==> src/hdl/oldc_pkg.sv <==
// constants for the output loop divider configuration register bank
package oldc_pkg;

  // register addresses on the serial programming port
  localparam logic [7:0] ADDR_INT_DIV      = 8'h11;
  localparam logic [7:0] ADDR_BASE_HIGH    = 8'h12;
  localparam logic [7:0] ADDR_BASE_MID     = 8'h13;
  localparam logic [7:0] ADDR_BASE_LOW_CTL = 8'h14;
  localparam logic [7:0] ADDR_NUM_HIGH     = 8'h15;
  localparam logic [7:0] ADDR_NUM_MID      = 8'h16;
  localparam logic [7:0] ADDR_NUM_LOW_MUX  = 8'h17;
  localparam logic [7:0] ADDR_FIRST_DIV    = 8'h18;
  localparam logic [7:0] ADDR_DIV_SRC      = 8'h19;
  localparam logic [7:0] ADDR_RX_BG        = 8'h1a;

  // reset values
  localparam logic [7:0]  RST_INT_DIV     = 8'h00;
  localparam logic [19:0] RST_BASE        = 20'h80000;
  localparam logic [19:0] RST_NUM         = 20'h20000;
  localparam logic [5:0]  RST_FINE_DIV    = 6'h20;
  localparam logic [2:0]  RST_COARSE_DIV  = 3'h0;
  localparam logic [5:0]  RST_SECOND_DIV  = 6'h20;
  localparam logic [4:0]  RST_BG_TRIM     = 5'h00;
  localparam logic [1:0]  RST_TEST_MUX    = 2'h0;

  // bit positions in the control-carrying registers
  localparam int BIT_FREQ_FROM_REGS = 3;
  localparam int BIT_SDM_BYPASS     = 2;
  localparam int BIT_SDM_DISABLE    = 1;
  localparam int BIT_LOOP_RESET     = 0;
  localparam int BIT_TEST_PORT      = 3;
  localparam int BIT_FINE_TOP       = 0;
  localparam int BIT_FIRST_SRC      = 7;
  localparam int BIT_SECOND_SRC     = 6;
  localparam int BIT_RX_RESET       = 7;
  localparam int BIT_RX_PD_ENABLE   = 1;
  localparam int BIT_BG_OVERRIDE    = 0;

  // coarse divider ratio is the code plus this offset
  localparam logic [3:0] COARSE_BASE_RATIO = 4'h4;
  // divider forced while the second output follows the pins
  localparam logic [5:0] SECOND_DIV_PIN_MODE = 6'h01;

  // test mux selections
  typedef enum logic [1:0] {
    OLDC_MUX_FRONT_END = 2'h0,
    OLDC_MUX_PFD_UP    = 2'h1,
    OLDC_MUX_PFD_DOWN  = 2'h2,
    OLDC_MUX_FEEDBACK  = 2'h3
  } oldc_mux_t;

  // receiver reset pulse length
  localparam int CLK_PERIOD_NS     = 40;
  localparam int RX_RESET_NS       = 200;
  localparam int RX_RESET_CYCLES   = (RX_RESET_NS + CLK_PERIOD_NS - 1) / CLK_PERIOD_NS;

endpackage : oldc_pkg

==> src/hdl/oldc_rx_reset.sv <==
// self-clearing receiver reset pulse generator
`timescale 1ns/10ps

module oldc_rx_reset #(
  parameter int CYCLES = oldc_pkg::RX_RESET_CYCLES
) (
  input  wire logic clk,
  input  wire logic rst_n,
  input  wire logic start,
  output logic      active
);

  localparam int CW = $clog2(CYCLES + 1);

  logic [CW-1:0] count;

  // a zero length would leave the counter with no end state
  if (CYCLES < 1)
  begin : g_bad_cycles
    $error("receiver reset length must be at least one cycle");
  end

  // a new start while counting restarts the pulse, so no request is lost
  always_ff @(posedge clk)
  begin
    if (!rst_n)
    begin
      count  <= '0;
      active <= 1'b0;
    end
    else if (start)
    begin
      count  <= CW'(CYCLES - 1);
      active <= 1'b1;
    end
    else if (count != '0)
    begin
      count  <= count - CW'(1);
    end
    else
    begin
      active <= 1'b0;
    end
  end

endmodule : oldc_rx_reset

==> src/hdl/oldc_regs.sv <==
// output loop divider configuration registers and their steering
`timescale 1ns/10ps

// What this block does
// - holds 8-bit output integer divisor, reset zero; software keeps it at least 64.
// - 20-bit divisor base from three registers, high, mid, upper nibble; resets 524288.
// - 20-bit numerator split the same way as the base; resets to 131072.
// - frequency source bit clear: pins set frequency; set: registers set it.
// - bypass bit set restricts feedback division to integer only.
// - disable bit set stops the output modulator clocks.
// - loop reset bit resets loop counters, leaves output dividers alone.
// - test-port bit clear: lock pin shows lock; set: shows test mux.
// - mux picks front-end clock, up/2, down/2, feedback/2; only with test-port.
// - 6-bit fine divider spans two registers, resets 32, software keeps 1..63.
// - 3-bit coarse divider codes 0..7 mean ratios 4..11, resets to 4.
// - first-output source bit clear: pins set dividers; set: register fields.
// - second-output source clear forces divide by one; set uses register field.
// - second divider field resets 32; software keeps it within 1..63.
// - writing one to receiver reset resets receiver, then clears itself.
// - band gap trim field drives receiver only while override bit set.
// - receiver power-down enable gates both receivers' power-down controls.
module oldc_regs #(
  parameter int RX_RESET_CYCLES = oldc_pkg::RX_RESET_CYCLES
) (
  input  wire logic       clk,
  input  wire logic       rst_n,
  // register port from the serial programming engine
  input  wire logic [7:0] reg_addr,
  input  wire logic       reg_wr,
  input  wire logic [7:0] reg_wdata,
  input  wire logic       reg_rd,
  output logic      [7:0] reg_rdata,
  // pins and analog-side status
  input  wire logic [3:0] rate_select,
  input  wire logic       lock_detect,
  input  wire logic       front_end_test_clk,
  input  wire logic       pfd_up,
  input  wire logic       pfd_down,
  input  wire logic       loop_feedback,
  input  wire logic [4:0] bg_auto_trim,
  input  wire logic       primary_pd_req,
  input  wire logic       secondary_pd_req,
  // steering to the output loop
  output logic            freq_from_regs,
  output logic      [3:0] rate_select_sync,
  output logic      [7:0] sdm_integer,
  output logic     [19:0] sdm_divisor_base,
  output logic     [19:0] sdm_numerator,
  output logic            sdm_integer_only,
  output logic            sdm_clock_enable,
  output logic            loop_reset,
  output logic            lock_pin,
  output logic            first_div_from_regs,
  output logic      [5:0] first_output_fine_divider,
  output logic      [3:0] first_output_coarse_ratio,
  output logic            second_div_from_regs,
  output logic      [5:0] second_output_divider,
  output logic            receiver_reset,
  output logic      [4:0] bg_trim,
  output logic            primary_powerdown,
  output logic            secondary_powerdown
);

  // register fields
  logic [7:0]  int_div;
  logic [19:0] base;
  logic [19:0] num;
  logic        freq_src;
  logic        sdm_bypass;
  logic        sdm_disable;
  logic        loop_rst;
  logic        test_port;
  logic [1:0]  test_mux;
  logic [5:0]  fine_div;
  logic [2:0]  coarse_div;
  logic        first_src;
  logic        second_src;
  logic [5:0]  second_div;
  logic [4:0]  bg_field;
  logic        rx_pd_enable;
  logic        bg_override;
  logic        rx_reset_active;

  // pin synchronisers
  logic [3:0]  rate_meta;
  logic [4:0]  probe_meta;
  logic [4:0]  probe_sync;
  logic [3:1]  probe_prev;
  logic [3:1]  probe_half;
  logic [3:0]  probe_pick;
  logic [1:0]  pd_meta;
  logic [1:0]  pd_sync;

  logic        next_lock_pin;
  logic [7:0]  next_rdata;
  logic        rx_reset_req;

  // the pulse counter cannot serve a zero length
  if (RX_RESET_CYCLES < 1)
  begin : g_bad_rx_cycles
    $error("receiver reset cycles must be one or more");
  end

  function automatic logic addr_hit(input logic [7:0] a, input logic [7:0] target);
    addr_hit = (a == target);
  endfunction : addr_hit

  // two flops on every pin before use
  always_ff @(posedge clk)
  begin
    if (!rst_n)
    begin
      rate_meta        <= 4'h0;
      rate_select_sync <= 4'h0;
      probe_meta       <= 5'h00;
      probe_sync       <= 5'h00;
      pd_meta          <= 2'h0;
      pd_sync          <= 2'h0;
    end
    else
    begin
      rate_meta        <= rate_select;
      rate_select_sync <= rate_meta;
      probe_meta       <= {lock_detect, loop_feedback, pfd_down, pfd_up, front_end_test_clk};
      probe_sync       <= probe_meta;
      pd_meta          <= {secondary_pd_req, primary_pd_req};
      pd_sync          <= pd_meta;
    end
  end

  // divide-by-two of the up, down and feedback probe signals, toggling on each rising edge
  generate
    for (genvar i = 1; i < 4; i++)
    begin : g_half
      always_ff @(posedge clk)
      begin
        if (!rst_n)
        begin
          probe_prev[i] <= 1'b0;
          probe_half[i] <= 1'b0;
        end
        else
        begin
          probe_prev[i] <= probe_sync[i];
          if (probe_sync[i] && !probe_prev[i])
            probe_half[i] <= ~probe_half[i];
        end
      end
    end
  endgenerate

  // front-end test clock is passed undivided
  assign probe_pick = {probe_half, probe_sync[0]};

  // divisor words; each byte takes effect alone, software orders its writes
  always_ff @(posedge clk)
  begin
    if (!rst_n)
    begin
      int_div <= oldc_pkg::RST_INT_DIV;
      base    <= oldc_pkg::RST_BASE;
      num     <= oldc_pkg::RST_NUM;
    end
    else if (reg_wr)
    begin
      if (addr_hit(reg_addr, oldc_pkg::ADDR_INT_DIV))
        int_div <= reg_wdata;
      if (addr_hit(reg_addr, oldc_pkg::ADDR_BASE_HIGH))
        base[19:12] <= reg_wdata;
      if (addr_hit(reg_addr, oldc_pkg::ADDR_BASE_MID))
        base[11:4] <= reg_wdata;
      if (addr_hit(reg_addr, oldc_pkg::ADDR_BASE_LOW_CTL))
        base[3:0] <= reg_wdata[7:4];
      if (addr_hit(reg_addr, oldc_pkg::ADDR_NUM_HIGH))
        num[19:12] <= reg_wdata;
      if (addr_hit(reg_addr, oldc_pkg::ADDR_NUM_MID))
        num[11:4] <= reg_wdata;
      if (addr_hit(reg_addr, oldc_pkg::ADDR_NUM_LOW_MUX))
        num[3:0] <= reg_wdata[7:4];
    end
  end

  // control fields and output dividers
  always_ff @(posedge clk)
  begin
    if (!rst_n)
    begin
      freq_src     <= 1'b0;
      sdm_bypass   <= 1'b0;
      sdm_disable  <= 1'b0;
      loop_rst     <= 1'b0;
      test_port    <= 1'b0;
      test_mux     <= oldc_pkg::RST_TEST_MUX;
      fine_div     <= oldc_pkg::RST_FINE_DIV;
      coarse_div   <= oldc_pkg::RST_COARSE_DIV;
      first_src    <= 1'b0;
      second_src   <= 1'b0;
      second_div   <= oldc_pkg::RST_SECOND_DIV;
      bg_field     <= oldc_pkg::RST_BG_TRIM;
      rx_pd_enable <= 1'b0;
      bg_override  <= 1'b0;
    end
    else if (reg_wr)
    begin
      if (addr_hit(reg_addr, oldc_pkg::ADDR_BASE_LOW_CTL))
      begin
        freq_src    <= reg_wdata[oldc_pkg::BIT_FREQ_FROM_REGS];
        sdm_bypass  <= reg_wdata[oldc_pkg::BIT_SDM_BYPASS];
        sdm_disable <= reg_wdata[oldc_pkg::BIT_SDM_DISABLE];
        loop_rst    <= reg_wdata[oldc_pkg::BIT_LOOP_RESET];
      end
      if (addr_hit(reg_addr, oldc_pkg::ADDR_NUM_LOW_MUX))
      begin
        test_port   <= reg_wdata[oldc_pkg::BIT_TEST_PORT];
        test_mux    <= reg_wdata[2:1];
        fine_div[5] <= reg_wdata[oldc_pkg::BIT_FINE_TOP];
      end
      if (addr_hit(reg_addr, oldc_pkg::ADDR_FIRST_DIV))
      begin
        fine_div[4:0] <= reg_wdata[7:3];
        coarse_div    <= reg_wdata[2:0];
      end
      if (addr_hit(reg_addr, oldc_pkg::ADDR_DIV_SRC))
      begin
        first_src  <= reg_wdata[oldc_pkg::BIT_FIRST_SRC];
        second_src <= reg_wdata[oldc_pkg::BIT_SECOND_SRC];
        second_div <= reg_wdata[5:0];
      end
      if (addr_hit(reg_addr, oldc_pkg::ADDR_RX_BG))
      begin
        bg_field     <= reg_wdata[6:2];
        rx_pd_enable <= reg_wdata[oldc_pkg::BIT_RX_PD_ENABLE];
        bg_override  <= reg_wdata[oldc_pkg::BIT_BG_OVERRIDE];
      end
    end
  end

  // a zero in the reset bit leaves a running pulse alone
  assign rx_reset_req = reg_wr && addr_hit(reg_addr, oldc_pkg::ADDR_RX_BG)
                        && reg_wdata[oldc_pkg::BIT_RX_RESET];

  // writing one to the reset bit starts a timed pulse that ends by itself
  oldc_rx_reset #(
    .CYCLES (RX_RESET_CYCLES)
  ) u_rx_reset (
    .clk    (clk),
    .rst_n  (rst_n),
    .start  (rx_reset_req),
    .active (rx_reset_active)
  );

  // lock pin source
  always_comb
  begin
    next_lock_pin = probe_sync[4];
    if (test_port)
    begin
      unique case (oldc_pkg::oldc_mux_t'(test_mux))
        oldc_pkg::OLDC_MUX_FRONT_END: next_lock_pin = probe_pick[0];
        oldc_pkg::OLDC_MUX_PFD_UP:    next_lock_pin = probe_pick[1];
        oldc_pkg::OLDC_MUX_PFD_DOWN:  next_lock_pin = probe_pick[2];
        oldc_pkg::OLDC_MUX_FEEDBACK:  next_lock_pin = probe_pick[3];
      endcase
    end
  end

  // read back; the reset bit shows the pulse still in progress
  always_comb
  begin
    next_rdata = 8'h00;
    unique case (reg_addr)
      oldc_pkg::ADDR_INT_DIV:      next_rdata = int_div;
      oldc_pkg::ADDR_BASE_HIGH:    next_rdata = base[19:12];
      oldc_pkg::ADDR_BASE_MID:     next_rdata = base[11:4];
      oldc_pkg::ADDR_BASE_LOW_CTL: next_rdata = {base[3:0], freq_src, sdm_bypass,
                                                 sdm_disable, loop_rst};
      oldc_pkg::ADDR_NUM_HIGH:     next_rdata = num[19:12];
      oldc_pkg::ADDR_NUM_MID:      next_rdata = num[11:4];
      oldc_pkg::ADDR_NUM_LOW_MUX:  next_rdata = {num[3:0], test_port, test_mux, fine_div[5]};
      oldc_pkg::ADDR_FIRST_DIV:    next_rdata = {fine_div[4:0], coarse_div};
      oldc_pkg::ADDR_DIV_SRC:      next_rdata = {first_src, second_src, second_div};
      oldc_pkg::ADDR_RX_BG:        next_rdata = {rx_reset_active, bg_field,
                                                 rx_pd_enable, bg_override};
      default:                     next_rdata = 8'h00;
    endcase
  end

  // read data held until the next read
  always_ff @(posedge clk)
  begin
    if (!rst_n)
      reg_rdata <= 8'h00;
    else if (reg_rd)
      reg_rdata <= next_rdata;
  end

  // all steering outputs registered
  always_ff @(posedge clk)
  begin
    if (!rst_n)
    begin
      freq_from_regs            <= 1'b0;
      sdm_integer               <= oldc_pkg::RST_INT_DIV;
      sdm_divisor_base          <= oldc_pkg::RST_BASE;
      sdm_numerator             <= oldc_pkg::RST_NUM;
      sdm_integer_only          <= 1'b0;
      sdm_clock_enable          <= 1'b1;
      loop_reset                <= 1'b0;
      lock_pin                  <= 1'b0;
      first_div_from_regs       <= 1'b0;
      first_output_fine_divider <= oldc_pkg::RST_FINE_DIV;
      first_output_coarse_ratio <= oldc_pkg::COARSE_BASE_RATIO;
      second_div_from_regs      <= 1'b0;
      second_output_divider     <= oldc_pkg::SECOND_DIV_PIN_MODE;
      receiver_reset            <= 1'b0;
      bg_trim                   <= oldc_pkg::RST_BG_TRIM;
      primary_powerdown         <= 1'b0;
      secondary_powerdown       <= 1'b0;
    end
    else
    begin
      // loop consumers use register values only when freq_from_regs is high
      freq_from_regs            <= freq_src;
      sdm_integer               <= int_div;
      sdm_divisor_base          <= base;
      sdm_numerator             <= num;
      sdm_integer_only          <= sdm_bypass;
      sdm_clock_enable          <= ~sdm_disable;
      loop_reset                <= loop_rst;
      lock_pin                  <= next_lock_pin;
      first_div_from_regs       <= first_src;
      first_output_fine_divider <= fine_div;
      first_output_coarse_ratio <= {1'b0, coarse_div} + oldc_pkg::COARSE_BASE_RATIO;
      second_div_from_regs      <= second_src;
      second_output_divider     <= second_src ? second_div
                                              : oldc_pkg::SECOND_DIV_PIN_MODE;
      receiver_reset            <= rx_reset_active;
      // auto trim is made on this clock, so it needs no synchroniser
      bg_trim                   <= bg_override ? bg_field : bg_auto_trim;
      primary_powerdown         <= rx_pd_enable & pd_sync[0];
      secondary_powerdown       <= rx_pd_enable & pd_sync[1];
    end
  end

endmodule : oldc_regs

==> config.mk <==
export PLATFORM = sky130hd
export DESIGN_NAME = oldc_regs
export DESIGN_NICKNAME = d
export VERILOG_FILES = /design/src/hdl/oldc_pkg.sv /design/src/hdl/oldc_rx_reset.sv /design/src/hdl/oldc_regs.sv
export SDC_FILE = /design/constraint.sdc
export NUM_CORES = 1
export LEC_CHECK = 0
export BUFFER_PORTS_ARGS = -buffer_cell sky130_fd_sc_hd__buf_2
export CAP_MARGIN = 20
export CORE_MARGIN = 2
export CORE_UTILIZATION = 32
export DETAILED_ROUTE_END_ITERATION = 10
export HOLD_SLACK_MARGIN = 0.1
export PLACE_DENSITY_LB_ADDON = 0.25
export REMOVE_ABC_BUFFERS = 1
export SYNTH_ARGS = -nofsm -noshare
export SYNTH_HDL_FRONTEND = slang
export SYNTH_SLANG_ARGS = --single-unit
==> constraint.sdc <==
create_clock -name clk -period 5.36 [get_ports clk]
set_input_delay 1.072 -clock clk [delete_from_list [all_inputs] [get_ports clk]]
set_output_delay 1.072 -clock clk [all_outputs]
set_load 0.02 [all_outputs]
==> Yosys cells after proc, flatten, opt, wreduce, memory -nomap -nowiden <==
Index checks and enable logic that the tools add are counted.
{ "classes": {"bitwise": 7, "muxes": 8, "n_reduce_logical": 23, "eq_ne": 14, "n_addsub": 2} }
{ "ops": {"columns": ["op", "count"], "rows": [
  ["8-bit by 5-bit == test with 1-bit output, second input constant", 10],
  ["8-bit case mux with 10 select lines", 1],
  ["2-bit AND reduction", 11],
  ["3-bit two-way mux", 2],
  ["1-bit logical AND", 5],
  ["5-bit two-way mux", 1],
  ["1-bit NOT", 5],
  ["3-bit by 3-bit adder with 4-bit output, second input constant", 1],
  ["2-bit == test, second input constant", 2],
  ["1-bit case mux with 4 select lines", 1],
  ["1-bit zero test", 3],
  ["1-bit two-way mux", 3],
  ["3-bit nonzero test", 1],
  ["3-bit by 1-bit subtractor with 3-bit output, second input constant", 1],
  ["1-bit AND", 2],
  ["2-bit by 1-bit == test with 1-bit output, second input constant", 1],
  ["2-bit zero test", 1],
  ["2-bit != test, second input constant", 1],
  ["2-bit nonzero test", 1],
  ["2-bit OR reduction", 1]
]} }
{ "word_totals": {"input_bits": 36, "out_inout_bits": 91, "word_cells": 109, "register_bits": 198} }

==> Logic depth before layout (Yosys ltp) <==
{ "logic_depth": {"word_depth": 4, "depth_mapped": 7, "mapped_depth_nobuf": 6} }

==> Hierarchy <==
Synthesis repeated with hierarchy kept, for this count alone.
{ "hier_totals": {"hier_cells": 690, "hier_area_um2": 7362.1} }
{ "modules_own_cells": {"columns": ["mod", "cells_each", "area_per_inst_um2", "seq_area_each_um2", "instances"], "rows": [
  ["oldc_regs", 670, 7158.1, 3883.7, 1],
  ["oldc_rx_reset", 20, 203.9, 80.1, 1]
]} }

==> Worst setup path before layout <==
Ideal clock, no wire load.
{ "synth_timing": {"path_kind": "input-to-reg", "from": "input reg_addr[5]", "to": "register base[10]", "t_arrival_ns": 2.555, "setup_time_ns": 0.116, "n_path_buf": 1, "t_required_ns": 5.244, "stages": 6, "slack_ns": 2.689, "path_cell_list": "or4b_1 -> buf_6 -> nor3_4 -> nand4_4 -> mux2i_1 -> nor2b_1"} }
{ "synth_via": {"elab_chain_len": 2} }
{ "synth_rtl": {"columns": ["item", "line", "text"], "rows": [
  ["start: declaration", "oldc_regs.sv:28", "input wire logic [7:0] reg_addr,"],
  ["8-bit by 5-bit == test with 1-bit output", "oldc_regs.sv:105", "addr_hit = (a == target);"],
  ["2-bit AND reduction (no source line)", null, null],
  ["end signal: assignment", "oldc_regs.sv:161", "base <= oldc_pkg::RST_BASE;"],
  ["end signal: assignment", "oldc_regs.sv:171", "base[11:4] <= reg_wdata;"],
  ["end: declaration", "oldc_regs.sv:66", "logic [19:0] base;"]
]} }
No other way between the ends.
A chain may end at the register's enable or synchronous reset.

==> Worst setup path in the final report <==
{ "layout_timing": {"from": "input reg_addr[5]", "to": "register second_div[5]"} }
{ "layout_via": {"elab_chain_len": 2} }
{ "layout_rtl": {"columns": ["item", "line", "text"], "rows": [
  ["8-bit by 5-bit == test with 1-bit output", "oldc_regs.sv:105", null],
  ["2-bit AND reduction (no source line)", null, null],
  ["end signal: assignment", "oldc_regs.sv:198", "second_div <= oldc_pkg::RST_SECOND_DIV;"],
  ["end signal: assignment", "oldc_regs.sv:227", "second_div <= reg_wdata[5:0];"],
  ["end: declaration", "oldc_regs.sv:78", "logic [5:0] second_div;"]
]} }
No other way between the ends.

==> flow_summary.ini <==
[clock_network]
cts_setup_buffers = 0
cts_num_sinks = 198
path_clk_slew_ns = 0.07
cts-htree-levels = 4
cts_tree = done
cts-root-buf = clkbuf_16
hold_buffers = 0
clkLatencyLatePin_ns = 0.44
cts.path.max_buffers = 2
cts_resized = 0
numCtsBuffers = 17

[setup_path]
required_ns = 5.65
critPathLaunchType = input port
worst_r2r_path_depth = 5
path_max_fanout = 10
rr_endpoint = reg_rdata[4]
path_class = in2reg
r2r_slack_ns = 4.07
crit_arrival_ns = 3.15
cp-end-kind = flip-flop
rr_startpoint = num[0]

[cells_and_area]
nFillCells = 2253
diodes = 0
layout-drive-gt1-share_pct = 22.05
final_util_pct = 38.82
synthToLayoutAreaGrowth_pct = 19.03
final_nets = 818

[pwr]
finalPower_mw = 2.940
max-vdd-ir-drop_v = 0.0001963
power_density_nw_per_um2 = 334.6
leakage_nw = 3.753

[routing]
dr.pass1.iters = 5
vias_per_cell = 4.542
drc = 0
wire_per_inst_microns = 16.48
routed_wl_microns = 17700
vias = 4878
antenna_left = 0
drtIter0Drc = 302

[global_route]
grt_use_total_pct = 14.82
grt_pass1_vias = 4638
grt-ovfl-total = 0
grt_max_degree = 116
grt_antenna_before_repair = 0
grt_pass1_wl_microns = 27170

[synthesis]
ys_seq_area_share_pct = 53.69
syn_area_per_cell_sq_um = 10.91
synth-seq-cells = 198
synthesis.area_sq_um = 7383
yosysWarnings = 0
syn_inst = 677
synth_cell_type_count = 48

[sta]
drv_slew = 0
rsz0062_at_grt = no
fin_setup_tns_ns = 0
slew_headroom_pct = 38.28
setup_slack_ns = 2.505
period_needed_ns = 2.855
finClkSkew_ns = 0.008081
whs_ns = 0.4323
setup_viol = 0
period_share_pct = 53.27
max_freq_mhz = 350.2
hold_violations = 0
worstMarginPinSlew_ns = 0.9239

[die]
die_area_sq_um = 24300
io_pins = 127
initial_core_util_pct = 32.61
die_w_microns = 155.9
core.rowCount = 55
core-area_sq_um = 22640
die_h_microns = 155.9

[placed_design]
pre_cts_ws_ns = 2.046
gp_congestion = 0.7479
io_buffers = 126
dp_hpwl_microns = 11640

[job]
cap_violations = 0

[min_path]
hold_depth = 1
holdCritStartpoint = probe_meta[3]
min_path_type = reg2reg
holdPathEnd = probe_sync[3]

[outcome]
status = complete, no violations
-- cell families (layout without fill, tap and decap cells) --
logic type	count (synthesis)	count (layout)	synth area share, %
simple gates	260	260	22.11
buf+inv	51	163	2.864
mux	109	109	15.81
xor+xnor	4	4	0.4746
flops	198	198	53.69
fa+ha+maj	3	3	0.5084
compound gates	52	52	4.542
-- state kept, by name, summed over array words and instances (netlist names), 3 cells and up --
name	flops
first_output_fine_divider	6
second_div	6
sdm_integer	8
coarse_div	3
probe_prev	3
second_output_divider	6
probe_half	3
fine_div	6
bg_field	5
int_div	8
num	20
sdm_divisor_base	20
probe_sync	5
sdm_numerator	20
first_output_coarse_ratio	4
probe_meta	5
base	20
rate_meta	4
reg_rdata	8
rate_select_sync	4
u_rx_reset.count	3
bg_trim	5
-- worst max path at each step --
stage | endpoint | startpoint
finish | second_div[5] | reg_addr[5]
global route | second_div[5] | reg_addr[5]
CTS | second_div[5] | reg_addr[5]
detailed placement | second_div[5] | reg_addr[5]
global placement | second_div[5] | reg_addr[5]
floorplan | second_div[5] | reg_addr[5]
-- worst max-delay path, cell delays in order --
cell     delay, ns
buf_2         0.09
or4b_1        0.80
nor2_4        0.34
and3_1        0.53
mux2i_1       0.24
nand2_1       0.07
-- power by group --
| group | internal (mW) | leakage, nW | switching (mW) |
|---|---|---|---|
| registers | 1.49 | 1.60 | 0.00704 |
| clock network | 0.730 | 0.271 | 0.562 |
| logic | 0.0609 | 1.88 | 0.0917 |
| total | 2.28 | 3.75 | 0.660 |
-- placed cells by master, fill, tap and decap left out, types with 7 or more instances in the layout --
| master | count |
|---|---|
| o21ai_0 | 19 |
| and2_1 | 88 |
| buf_2 | 125 |
| nor2b_1 | 94 |
| nand2b_1 | 13 |
| dfxtp_1 | 198 |
| and3_1 | 9 |
| mux2i_1 | 102 |
| clkbuf_16 | 17 |
| nand2_1 | 28 |
| inv_1 | 7 |
| a21oi_1 | 8 |
| nor2_1 | 8 |
-- metrics by stage --
stage	area, sq um	std cells
final	8788	1074
after global routing	8788	1074
after CTS	8788	1074
after detailed placement	8208	1045
after global placement	8208	1045
after floorplan	7198	633
-- cell usage after synthesis, drive strengths merged --
cell type	number	share of area [%]
mux4	6	1.8
a21oi	8	0.54
xor2	1	0.12
a31oi	2	0.17
a32o	1	0.14
o22ai	2	0.17
nand2b	14	1.3
a22oi	3	0.31
mux2	1	0.15
o21ai	19	1.3
and3	9	0.76
nand3b	3	0.31
nand3	5	0.81
xnor2	3	0.36
nand4	1	0.29
buf	10	0.78
nor4	1	0.085
o221ai	1	0.12
ha	3	0.51
clkbuf	34	1.7
or4b	1	0.14
a32oi	1	0.12
a221oi	4	0.47
a21o	1	0.10
nor3	3	0.51
a22o	3	0.36
and2	88	7.5
nand2	28	1.4
a21boi	2	0.20
a211oi	2	0.20
nor3b	1	0.10
mux2i	102	14
nor2	11	0.86
dfxtp	198	54
nor2b	95	8.1
inv	7	0.36
o41ai	1	0.12
o211a	1	0.14
o21a	1	0.10
-- final cells by class --
class | instances | area, sq um | area share [%]
clock buffer | 18 | 429.2 | 4.883
clock inverter | 11 | 151.4 | 1.723
inverter | 7 | 26.28 | 0.2990
multi-input combinational | 428 | 3208 | 36.50
sequential | 198 | 3964 | 45.10
tap | 285 | 356.6 | 4.058
timing repair buffer | 127 | 653.1 | 7.432
-- routing by layer --
metal | global-route usage (%) | part of all wire (%)
met5 | 0 | 0
met4 | 4.456 | 1.4
met3 | 4.167 | 4.8
met2 | 23.07 | 46
met1 | 20.03 | 48
(Power assumes the default switching activity.)
